<file path="src/clock_startup_consts.vh">
`ifndef CLOCK_STARTUP_CONSTS_VH
`define CLOCK_STARTUP_CONSTS_VH

// Register byte offsets
`define REG_CONFIG 8'h00
`define REG_STATUS 8'h04
`define REG_SLEEP_CTRL 8'h08

// Configuration register fields
`define CFG_SRC_LSB 0
`define CFG_SRC_MSB 3
`define CFG_SUT_LSB 4
`define CFG_SUT_MSB 5
`define CFG_AMP_BIT 6

// Delivered fuse state: internal RC 1 MHz, slowly rising power, amplifier unprogrammed
`define CFG_SRC_RESET 4'h1
`define CFG_SUT_RESET 2'h2
`define CFG_AMP_RESET 1'h1

// Sleep control fields
`define SLP_MODE_LSB 0
`define SLP_MODE_MSB 2
`define SLP_ENTER_BIT 3

// Sleep mode codes
`define SLEEP_IDLE 3'h0
`define SLEEP_ADC_NOISE 3'h1
`define SLEEP_POWER_DOWN 3'h2
`define SLEEP_POWER_SAVE 3'h3
`define SLEEP_STANDBY 3'h6

// Decoded clock source codes
`define SRC_EXT_CLOCK 3'h0
`define SRC_INT_RC 3'h1
`define SRC_EXT_RC 3'h2
`define SRC_LF_XTAL 3'h3
`define SRC_XTAL 3'h4

// Source select boundaries
`define SEL_XTAL_MIN 4'hA
`define SEL_LF_XTAL 4'h9
`define SEL_EXT_RC_MIN 4'h5
`define SEL_INT_RC_MIN 4'h1

// Reset delay choices
`define RDLY_NONE 2'h0
`define RDLY_SHORT 2'h1
`define RDLY_LONG 2'h2

// Start-up counts in source clock cycles (short ones)
`define WAKE_6_CK 17'h00006
`define WAKE_18_CK 17'h00012
`define WAKE_258_CK 17'h00102
`define WAKE_1K_CK 17'h00400

`endif

</file>
<file path="src/clock_source_startup_control.v">
// The address map and the Wishbone slave port were left to the implementer.
`timescale 1ns/1ps
`include "clock_startup_consts.vh"

// Overview of operation
// - Decode four-bit source select into crystal, low-frequency crystal, RC, internal RC, external.
// - A fuse bit reading one is unprogrammed, zero is programmed.
// - Wake from power-down or power-save counts source cycles before execution resumes.
// - Start from reset adds an extra delay timed by the watchdog oscillator.
// - Reset delay is 4,096 or 65,536 watchdog cycles, or none.
// - Delivered settings are source select 0001 and start-up select 10.
// - Crystal mode: upper three select bits pick frequency range when amplifier unprogrammed.
// - Programmed amplifier option gives full swing; unprogrammed gives reduced low-power swing.
// - Crystal wake count from low select bit and start-up bits: 258, 1K or 16K.
// - Crystal reset delay: 4.1 ms, 65 ms or none per low bit and start-up bits.
// - Asynchronous timer allowed only while core runs from the internal oscillator.
// - Asynchronous timer clock domain keeps running in idle, ADC noise and power-save sleep for real-time counting.
// - Core, peripheral, async timer and converter clocks gate separately; memory clock follows core.
// - Program memory clock is enabled together with the core clock.
// - Converter clock keeps running in ADC noise reduction sleep while core and peripheral clocks halt.
// - Asynchronous interrupt and two-wire address detection work while peripheral clock halts.
// - Internal RC select 0001 to 0100 give 1, 2, 4, 8 MHz.
// - Internal RC: 6 CK wake; start-up 00/01/10 give none, 4.1 ms, 65 ms.
module clock_source_startup_control #(
	parameter [16:0] RESET_SHORT_CYCLES = 17'h01000,
	parameter [16:0] RESET_LONG_CYCLES = 17'h10000,
	parameter [16:0] WAKE_16K_CYCLES = 17'h04000,
	parameter [16:0] WAKE_32K_CYCLES = 17'h08000
) (
	// Clock, reset and enable
	input wire core_clk,
	input wire rst,
	input wire clk_en,
	// Wishbone slave
	input wire wb_cyc_i,
	input wire wb_stb_i,
	input wire wb_we_i,
	input wire [7:0] wb_adr_i,
	input wire [3:0] wb_sel_i,
	input wire [31:0] wb_dat_i,
	output reg [31:0] wb_dat_o,
	output reg wb_ack_o,
	// Oscillator and wake pins
	input wire source_clock_pin,
	input wire watchdog_oscillator_pin,
	input wire wake_event_pin,
	// Clock domain enables
	output reg core_clk_en_q,
	output reg io_clk_en_q,
	output reg flash_clk_en_q,
	output reg async_timer_clock_en_q,
	output reg adc_clk_en_q,
	// Decoded oscillator settings, detect enable and run status
	output reg [2:0] source_kind_q,
	output reg [1:0] xtal_range_q,
	output reg [1:0] rc_freq_q,
	output reg full_swing_q,
	output reg async_timer_allowed_q,
	output reg async_detect_en_q,
	output reg cpu_run_q
);

	localparam [1:0] ST_RESET_DELAY = 2'h0;
	localparam [1:0] ST_WAKE_COUNT = 2'h1;
	localparam [1:0] ST_RUN = 2'h2;
	localparam [1:0] ST_SLEEP = 2'h3;

	reg [3:0] src_sel_q;
	reg [1:0] sut_q;
	reg amp_opt_q;
	reg [2:0] sleep_mode_q;
	reg [1:0] state_q;
	reg [1:0] state_d;
	reg [16:0] cnt_q;
	reg [16:0] cnt_d;
	reg [2:0] sync1_q;
	reg [2:0] sync2_q;
	reg [2:0] sync3_q;
	reg [2:0] level_q;
	reg [2:0] src_kind;
	reg [16:0] wake_target;
	reg [1:0] rdly_sel;
	reg [16:0] rdly_target;
	reg [1:0] xtal_range;
	reg [1:0] rc_freq;
	reg [31:0] rd_data;
	reg core_en_d;
	reg io_en_d;
	reg asy_en_d;
	reg adc_en_d;
	wire [2:0] agree;
	wire [2:0] rise;
	wire src_tick;
	wire wdt_tick;
	wire wake_seen;
	wire access;
	wire wr_cfg;
	wire wr_sleep;
	wire sleep_enter;
	wire [16:0] cnt_inc;

	// Second and third stages agreeing mark a settled level change
	assign agree = ~(sync2_q ^ sync3_q);
	assign rise = agree & sync2_q & ~level_q;
	assign src_tick = rise[0];
	assign wdt_tick = rise[1];
	assign wake_seen = rise[2];

	// Bus strobes; a write lands on the edge that raises ack
	assign access = wb_cyc_i & wb_stb_i & ~wb_ack_o;
	assign wr_cfg = access & wb_we_i & wb_sel_i[0] & (wb_adr_i == `REG_CONFIG);
	assign wr_sleep = access & wb_we_i & wb_sel_i[0] & (wb_adr_i == `REG_SLEEP_CTRL);
	assign sleep_enter = wr_sleep & wb_dat_i[`SLP_ENTER_BIT];
	assign cnt_inc = cnt_q + 17'h00001;

	// Source select decode and start-up tables
	always @* begin
		src_kind = `SRC_EXT_CLOCK;
		wake_target = `WAKE_6_CK;
		rdly_sel = `RDLY_NONE;
		xtal_range = 2'h0;
		rc_freq = 2'h0;
		if (src_sel_q >= `SEL_XTAL_MIN) begin
			src_kind = `SRC_XTAL;
			// Reduced-swing range from upper bits; full swing has one wide range
			if (amp_opt_q) begin
				xtal_range = src_sel_q[2:1] - 2'h1;
			end
			case ({src_sel_q[0], sut_q})
				3'h0: begin
					wake_target = `WAKE_258_CK;
					rdly_sel = `RDLY_SHORT;
				end
				3'h1: begin
					wake_target = `WAKE_258_CK;
					rdly_sel = `RDLY_LONG;
				end
				3'h2: begin
					wake_target = `WAKE_1K_CK;
					rdly_sel = `RDLY_NONE;
				end
				3'h3: begin
					wake_target = `WAKE_1K_CK;
					rdly_sel = `RDLY_SHORT;
				end
				3'h4: begin
					wake_target = `WAKE_1K_CK;
					rdly_sel = `RDLY_LONG;
				end
				3'h5: begin
					wake_target = WAKE_16K_CYCLES;
					rdly_sel = `RDLY_NONE;
				end
				3'h6: begin
					wake_target = WAKE_16K_CYCLES;
					rdly_sel = `RDLY_SHORT;
				end
				default: begin
					wake_target = WAKE_16K_CYCLES;
					rdly_sel = `RDLY_LONG;
				end
			endcase
		end else if (src_sel_q == `SEL_LF_XTAL) begin
			src_kind = `SRC_LF_XTAL;
			wake_target = (sut_q[1]) ? WAKE_32K_CYCLES : `WAKE_1K_CK;
			rdly_sel = (sut_q == 2'h0) ? `RDLY_SHORT : `RDLY_LONG;
		end else if (src_sel_q >= `SEL_EXT_RC_MIN) begin
			src_kind = `SRC_EXT_RC;
			wake_target = (sut_q == 2'h3) ? `WAKE_6_CK : `WAKE_18_CK;
			case (sut_q)
				2'h0: rdly_sel = `RDLY_NONE;
				2'h2: rdly_sel = `RDLY_LONG;
				default: rdly_sel = `RDLY_SHORT;
			endcase
		end else if (src_sel_q >= `SEL_INT_RC_MIN) begin
			src_kind = `SRC_INT_RC;
			rc_freq = src_sel_q[1:0] - 2'h1;
			wake_target = `WAKE_6_CK;
			// Reserved setting 11 falls back to the longest delay
			case (sut_q)
				2'h0: rdly_sel = `RDLY_NONE;
				2'h1: rdly_sel = `RDLY_SHORT;
				default: rdly_sel = `RDLY_LONG;
			endcase
		end else begin
			// External clock shares the internal RC start-up table
			case (sut_q)
				2'h0: rdly_sel = `RDLY_NONE;
				2'h1: rdly_sel = `RDLY_SHORT;
				default: rdly_sel = `RDLY_LONG;
			endcase
		end
		case (rdly_sel)
			`RDLY_SHORT: rdly_target = RESET_SHORT_CYCLES;
			`RDLY_LONG: rdly_target = RESET_LONG_CYCLES;
			default: rdly_target = 17'h00000;
		endcase
	end

	// Start-up sequencer
	always @* begin
		state_d = state_q;
		cnt_d = cnt_q;
		case (state_q)
			ST_RESET_DELAY: begin
				// Real-time part counts watchdog oscillator edges
				if (rdly_target == 17'h00000) begin
					state_d = ST_WAKE_COUNT;
					cnt_d = 17'h00000;
				end else if (wdt_tick) begin
					if (cnt_inc == rdly_target) begin
						state_d = ST_WAKE_COUNT;
						cnt_d = 17'h00000;
					end else begin
						cnt_d = cnt_inc;
					end
				end
			end
			ST_WAKE_COUNT: begin
				// Execution stays blocked until the source has settled
				if (src_tick) begin
					if (cnt_inc == wake_target) begin
						state_d = ST_RUN;
						cnt_d = 17'h00000;
					end else begin
						cnt_d = cnt_inc;
					end
				end
			end
			ST_RUN: begin
				if (sleep_enter) begin
					state_d = ST_SLEEP;
				end
			end
			default: begin
				// Only deep sleeps stop the oscillator and need a re-count
				if (wake_seen) begin
					cnt_d = 17'h00000;
					if (sleep_mode_q == `SLEEP_POWER_DOWN || sleep_mode_q == `SLEEP_POWER_SAVE) begin
						state_d = ST_WAKE_COUNT;
					end else begin
						state_d = ST_RUN;
					end
				end
			end
		endcase
	end

	// Per-domain gating by state and sleep mode
	always @* begin
		core_en_d = (state_q == ST_RUN);
		io_en_d = (state_q == ST_RUN);
		adc_en_d = (state_q == ST_RUN);
		asy_en_d = 1'b0;
		if (state_q == ST_SLEEP) begin
			io_en_d = (sleep_mode_q == `SLEEP_IDLE);
			adc_en_d = (sleep_mode_q == `SLEEP_IDLE) || (sleep_mode_q == `SLEEP_ADC_NOISE);
		end
		// On the internal RC source, timer keeps real time in every state except power-down and standby sleep
		if (src_kind == `SRC_INT_RC) begin
			asy_en_d = !(state_q == ST_SLEEP && (sleep_mode_q == `SLEEP_POWER_DOWN ||
				sleep_mode_q == `SLEEP_STANDBY));
		end
	end

	// Register read mux, unmapped addresses read zero
	always @* begin
		rd_data = 32'h00000000;
		if (wb_adr_i == `REG_CONFIG) begin
			rd_data[`CFG_SRC_MSB:`CFG_SRC_LSB] = src_sel_q;
			rd_data[`CFG_SUT_MSB:`CFG_SUT_LSB] = sut_q;
			rd_data[`CFG_AMP_BIT] = amp_opt_q;
		end else if (wb_adr_i == `REG_STATUS) begin
			rd_data[1:0] = state_q;
			rd_data[4:2] = src_kind;
			rd_data[6:5] = xtal_range;
			rd_data[8:7] = rdly_sel;
			rd_data[25:9] = cnt_q;
		end else if (wb_adr_i == `REG_SLEEP_CTRL) begin
			rd_data[`SLP_MODE_MSB:`SLP_MODE_LSB] = sleep_mode_q;
		end
	end

	// Pin synchronisers, three stages each
	always @(posedge core_clk or posedge rst) begin
		if (rst) begin
			sync1_q <= 3'h0;
			sync2_q <= 3'h0;
			sync3_q <= 3'h0;
			level_q <= 3'h0;
		end else if (clk_en) begin
			sync1_q <= {wake_event_pin, watchdog_oscillator_pin, source_clock_pin};
			sync2_q <= sync1_q;
			sync3_q <= sync2_q;
			level_q <= (agree & sync2_q) | (~agree & level_q);
		end
	end

	// Fuse image, sleep mode, bus answer and sequencer state
	always @(posedge core_clk or posedge rst) begin
		if (rst) begin
			src_sel_q <= `CFG_SRC_RESET;
			sut_q <= `CFG_SUT_RESET;
			amp_opt_q <= `CFG_AMP_RESET;
			sleep_mode_q <= `SLEEP_IDLE;
			state_q <= ST_RESET_DELAY;
			cnt_q <= 17'h00000;
			wb_ack_o <= 1'b0;
			wb_dat_o <= 32'h00000000;
		end else if (clk_en) begin
			wb_ack_o <= access;
			wb_dat_o <= access ? rd_data : 32'h00000000;
			if (wr_cfg) begin
				src_sel_q <= wb_dat_i[`CFG_SRC_MSB:`CFG_SRC_LSB];
				sut_q <= wb_dat_i[`CFG_SUT_MSB:`CFG_SUT_LSB];
				amp_opt_q <= wb_dat_i[`CFG_AMP_BIT];
			end
			if (wr_sleep) begin
				sleep_mode_q <= wb_dat_i[`SLP_MODE_MSB:`SLP_MODE_LSB];
			end
			state_q <= state_d;
			cnt_q <= cnt_d;
		end
	end

	// Registered outputs
	always @(posedge core_clk or posedge rst) begin
		if (rst) begin
			core_clk_en_q <= 1'b0;
			flash_clk_en_q <= 1'b0;
			io_clk_en_q <= 1'b0;
			adc_clk_en_q <= 1'b0;
			async_timer_clock_en_q <= 1'b0;
			source_kind_q <= `SRC_EXT_CLOCK;
			xtal_range_q <= 2'h0;
			rc_freq_q <= 2'h0;
			full_swing_q <= 1'b0;
			async_timer_allowed_q <= 1'b0;
			async_detect_en_q <= 1'b0;
			cpu_run_q <= 1'b0;
		end else if (clk_en) begin
			core_clk_en_q <= core_en_d;
			flash_clk_en_q <= core_en_d;
			io_clk_en_q <= io_en_d;
			adc_clk_en_q <= adc_en_d;
			async_timer_clock_en_q <= asy_en_d;
			source_kind_q <= src_kind;
			xtal_range_q <= xtal_range;
			rc_freq_q <= rc_freq;
			full_swing_q <= ~amp_opt_q;
			async_timer_allowed_q <= (src_kind == `SRC_INT_RC);
			async_detect_en_q <= ~io_en_d;
			cpu_run_q <= core_en_d;
		end
	end

endmodule // clock_source_startup_control

</file>
<file path="config.mk">
export PLATFORM = sky130hd
export DESIGN_NAME = clock_source_startup_control
export DESIGN_NICKNAME = d
export VERILOG_FILES = /design/src/clock_source_startup_control.v
export VERILOG_INCLUDE_DIRS = /design/src
export SDC_FILE = /design/constraint.sdc
export NUM_CORES = 1
export LEC_CHECK = 0
export BUFFER_PORTS_ARGS = -buffer_cell sky130_fd_sc_hd__buf_2
export CELL_PAD_IN_SITES_DETAIL_PLACEMENT = 0
export CELL_PAD_IN_SITES_GLOBAL_PLACEMENT = 1
export CORE_MARGIN = 2
export CORE_UTILIZATION = 45
export DETAILED_ROUTE_END_ITERATION = 10
export PLACE_DENSITY_LB_ADDON = 0.1
export RECOVER_POWER = 100
export SYNTH_ARGS = -nofsm -noshare
export SYNTH_HDL_FRONTEND = slang
export SYNTH_SLANG_ARGS = --single-unit
</file>
<file path="constraint.sdc">
create_clock -name core_clk -period 6.3 [get_ports core_clk]
set_input_delay 0.945 -clock core_clk [delete_from_list [all_inputs] [get_ports core_clk]]
set_output_delay 0.945 -clock core_clk [all_outputs]
set_load 0.02 [all_outputs]
</file>
==> metrics.md <==
| Metric | Value |
|---|---|
| Status | finished with violations |
| Failing checks | capacitance limit, slew limit |
| Top FF cell, synth | dfrtp_1 |
| Cell family with most CP delay | compound AO/OA/AOI/OAI gates |
| Initial DRC count | 132 |
| Wire length per cell | 15.4 um |
| Setup Fix Bufs, Post-CTS | 0 |
| Synth Register Bits | 82 |
| Die height | 106 um |
| Sequential fraction of the synthesis area | 43.6% |
| Routability cong. | 0.799 |
| Worst Setup End Kind | flop |
| Area of the mapped netlist | 0.00471 mm2 |
| Reg-to-reg startpoint | src_sel_q[1] |
| Multi-input logic area | 0.00222 mm2 |
| Hold endpoint | sync2_q[2] |
| FF-to-FF path depth | 18 |
| Number of vias per cell | 5.25 |
| NumNets Final | 607 |
| Post-DRT Antenna Nets | 0 |
| Post-CTS sizing | 0 |
| GRT overflow | 0 |
| Post-synth cell types | 65 |
| Peak supply drop | 0.000168 V |
| Maxcap violations | 1 |
| Fin crit share | 78.1% |
| Slowest CP cell | a21oi_1 |
| Area growth syn-to-layout | 9.48% |
| Psw | 0.000411 W |
| Clk Latency, worst-skew pair | 360 ps |
| Initial antenna violation count | 0 |
| Core footprint | 0.0102 mm2 |
| Comb pwr share | 20.3% |
| Async set-reset flop share out of synthesis | 100% |
| Largest net degree at the start of global routing | 83 |
| Maximum clock insertion buffer count | 2 |
| Clk pwr share | 32.1% |
| Clk root buf | clkbuf_8 |
| CP max stage delay | 1090 ps |
| Count of pins over their slew limit | 62 |
| CTS tree | done |
| Worst r2r dst | cnt_q[9] |
| H-tree depth reported by CTS | 3 |
| Synth warn | 0 |
| Die area | 0.0113 mm2 |
| Routed wire length | 10.5 mm |
| Syn avg cell area | 9.56 um2 |
| Fin. Hold Viols | 0 |
| First-pass GRT wire length | 18.0 mm |
| WP buf/inv | 4 |
| Synthesized instance count | 493 |
| Critical Path Fanout Max | 19 |
| Gr usage total | 19.9% |
| Die width | 106 um |
| Reg area | 0.00206 mm2 |
| Relative slew slack | -64.0% |
| Req. time, crit path | 6570 ps |
| Most frequent cells in the layout | 79 x dfrtp_1, 52 x inv_1, 52 x o21ai_0 |
| Setup violators final | 0 |
| Rows | 37 |
| Internal | 0.000868 W |
| Hold_sp | sync1_q[2] |
| Initial core utilization | 46.1% |
| Vias | 3,583 |
| DPL Wire Length | 7.32 mm |
| Worst min path class | reg2reg |
| Sequence of cells on the critical path | inv_1, ha_1, nand2b_1, a21o_1, o211ai_1, o31ai_1, o21ai_0, inv_1, ha_1, nor2b_1, o21ai_0, nand3_1, a211oi_1, buf_4, o21ai_0, a21oi_1, inv_1, o21ai_0 |
| Vias in the first global route | 3,639 |
| Pwr/cell area | 248 mW/mm2 |
| Sw Ratio | 32.1% |
| Seq pwr share | 47.6% |
| RSZ-0062 raised after global routing | false |
| DR pass1 iterations | 5 |
| Startpoint types | flop |
| Diodes inserted | 0 |
| Crit path arrival time | 5190 ps |
| Leak Pwr | 2.22 nW |
| Share of post-route cells with drive strength above 1 | 16.5% |
| Cell count of the worst hold path | 1 |
| Worst-path clk slew | 90 ps |
| Reg2Reg Setup Slack | 1380 ps |
| Most frequent cell on the critical path | o21ai_0 |
| Max Fclk | 203 MHz |
| Final min period | 4920 ps |
| Ports | 102 |
| Setup TNS | 0 ps |
| Commonest non-fill, non-tap cell in the layout | dfrtp_1 |
| Final design utilization | 50.4% |
| Number of synthesized flops with an enable pin | 0 |
| Setup Crit Path Kind | reg2reg |
| Number of port buffers | 67 |
| Least-Margin Pin Slew | 2460 ps |
| CTS Buf Count | 9 |
| Hold buffers post-CTS | 0 |
| Fill count | 1,012 |
| Clk sinks | 82 |
| Clk_skew | 10.9 ps |
| Remaining DRCs | 0 |
## synth_stat cells (10+ instances only)
library cell / instances / area (um2)
nand2_1: 40 / 150
a31oi_1: 10 / 62.6
a21oi_1: 14 / 70.1
clkbuf_1: 12 / 45.0
buf_4: 14 / 105
o21ai_0: 52 / 260
xnor2_1: 16 / 140
nor2_1: 23 / 86.3
inv_1: 53 / 199
ha_1: 13 / 163
mux2_2: 23 / 259
dfrtp_1: 79 / 1980
## routing by layer
| layer | track usage (%) | part of all wire (%) | up-vias |
|---|---|---|---|
| met5 | 0 | 0 | - |
| met4 | 5.73 | 1.1 | 0 |
| met3 | 3.92 | 3.4 | 7 |
| met2 | 32.4 | 49 | 65 |
| met1 | 27.0 | 47 | 1742 |
| li1 | - | - | 1769 |
## registers in the layout, summed over array words and instances, names as in the netlist, 2 cells and up, named ones only
signal         flops
sut_q              2
sync2_q            3
state_q            2
wb_dat_o          26
sync3_q            3
xtal_range_q       2
sync1_q            3
src_sel_q          4
sleep_mode_q       3
source_kind_q      3
rc_freq_q          2
cnt_q             17
## power by group through the flow
stage          logic (W)  clock network (W)  registers, W
4_1_cts         0.000270           0.000424      0.000609
3_5_place_dp    0.000269                  0      0.000619
5_1_grt         0.000294           0.000445      0.000619
3_3_place_gp    0.000265                  0      0.000617
6_report        0.000259           0.000410      0.000609
2_1_floorplan   0.000194                  0      0.000624
## layout make-up
class | instances | share of cell area [%]
clock buffers | 10 | 2.67
flip-flops and latches | 82 | 39.8
inverters | 53 | 3.88
clock inverters | 6 | 1.41
well taps | 136 | 3.30
repair buffers | 72 | 5.94
multi-input cells | 323 | 43.0
## kinds of logic after synthesis
logic type               Yosys count  synth area share [%]
flip-flops                        82                  43.6
AO/OA/AOI/OAI                    118                  15.4
buffers and inverters             93                  9.66
AND/OR/NAND/NOR                  136                  16.5
adder cells (fa/ha/maj)           13                  3.45
multiplexers                      25                  5.92
XOR/XNOR                          25                  5.42
other                              1                0.0796
## per-stage QoR
stage / std cells / area, um2 / setup WS, ps / power, W / hold WS [ps]
2_1_floorplan: 498 / 4730 / 2380 / 0.000819 / 475
3_3_place_gp: 666 / 5020 / 1830 / 0.000882 / 465
3_5_place_dp: 666 / 5020 / 1800 / 0.000888 / 470
4_1_cts: 682 / 5230 / 1780 / 0.00130 / 503
5_1_grt: 682 / 5160 / 745 / 0.00136 / 536
6_report: 682 / 5160 / 1380 / 0.00128 / 510
## how the worst max path moves through the flow
stage	start	end	slack (ps)	cells after the start
finish	src_sel_q[1]	cnt_q[9]	1380	18
global route	src_sel_q[1]	cnt_q[0]	750	18
CTS	src_sel_q[1]	cnt_q[4]	1780	18
detailed placement	src_sel_q[1]	cnt_q[9]	1800	18
global placement	src_sel_q[1]	cnt_q[4]	1830	18
floorplan	src_sel_q[0]	cnt_q[14]	2380	18
Power figures use the tool's default switching activity.
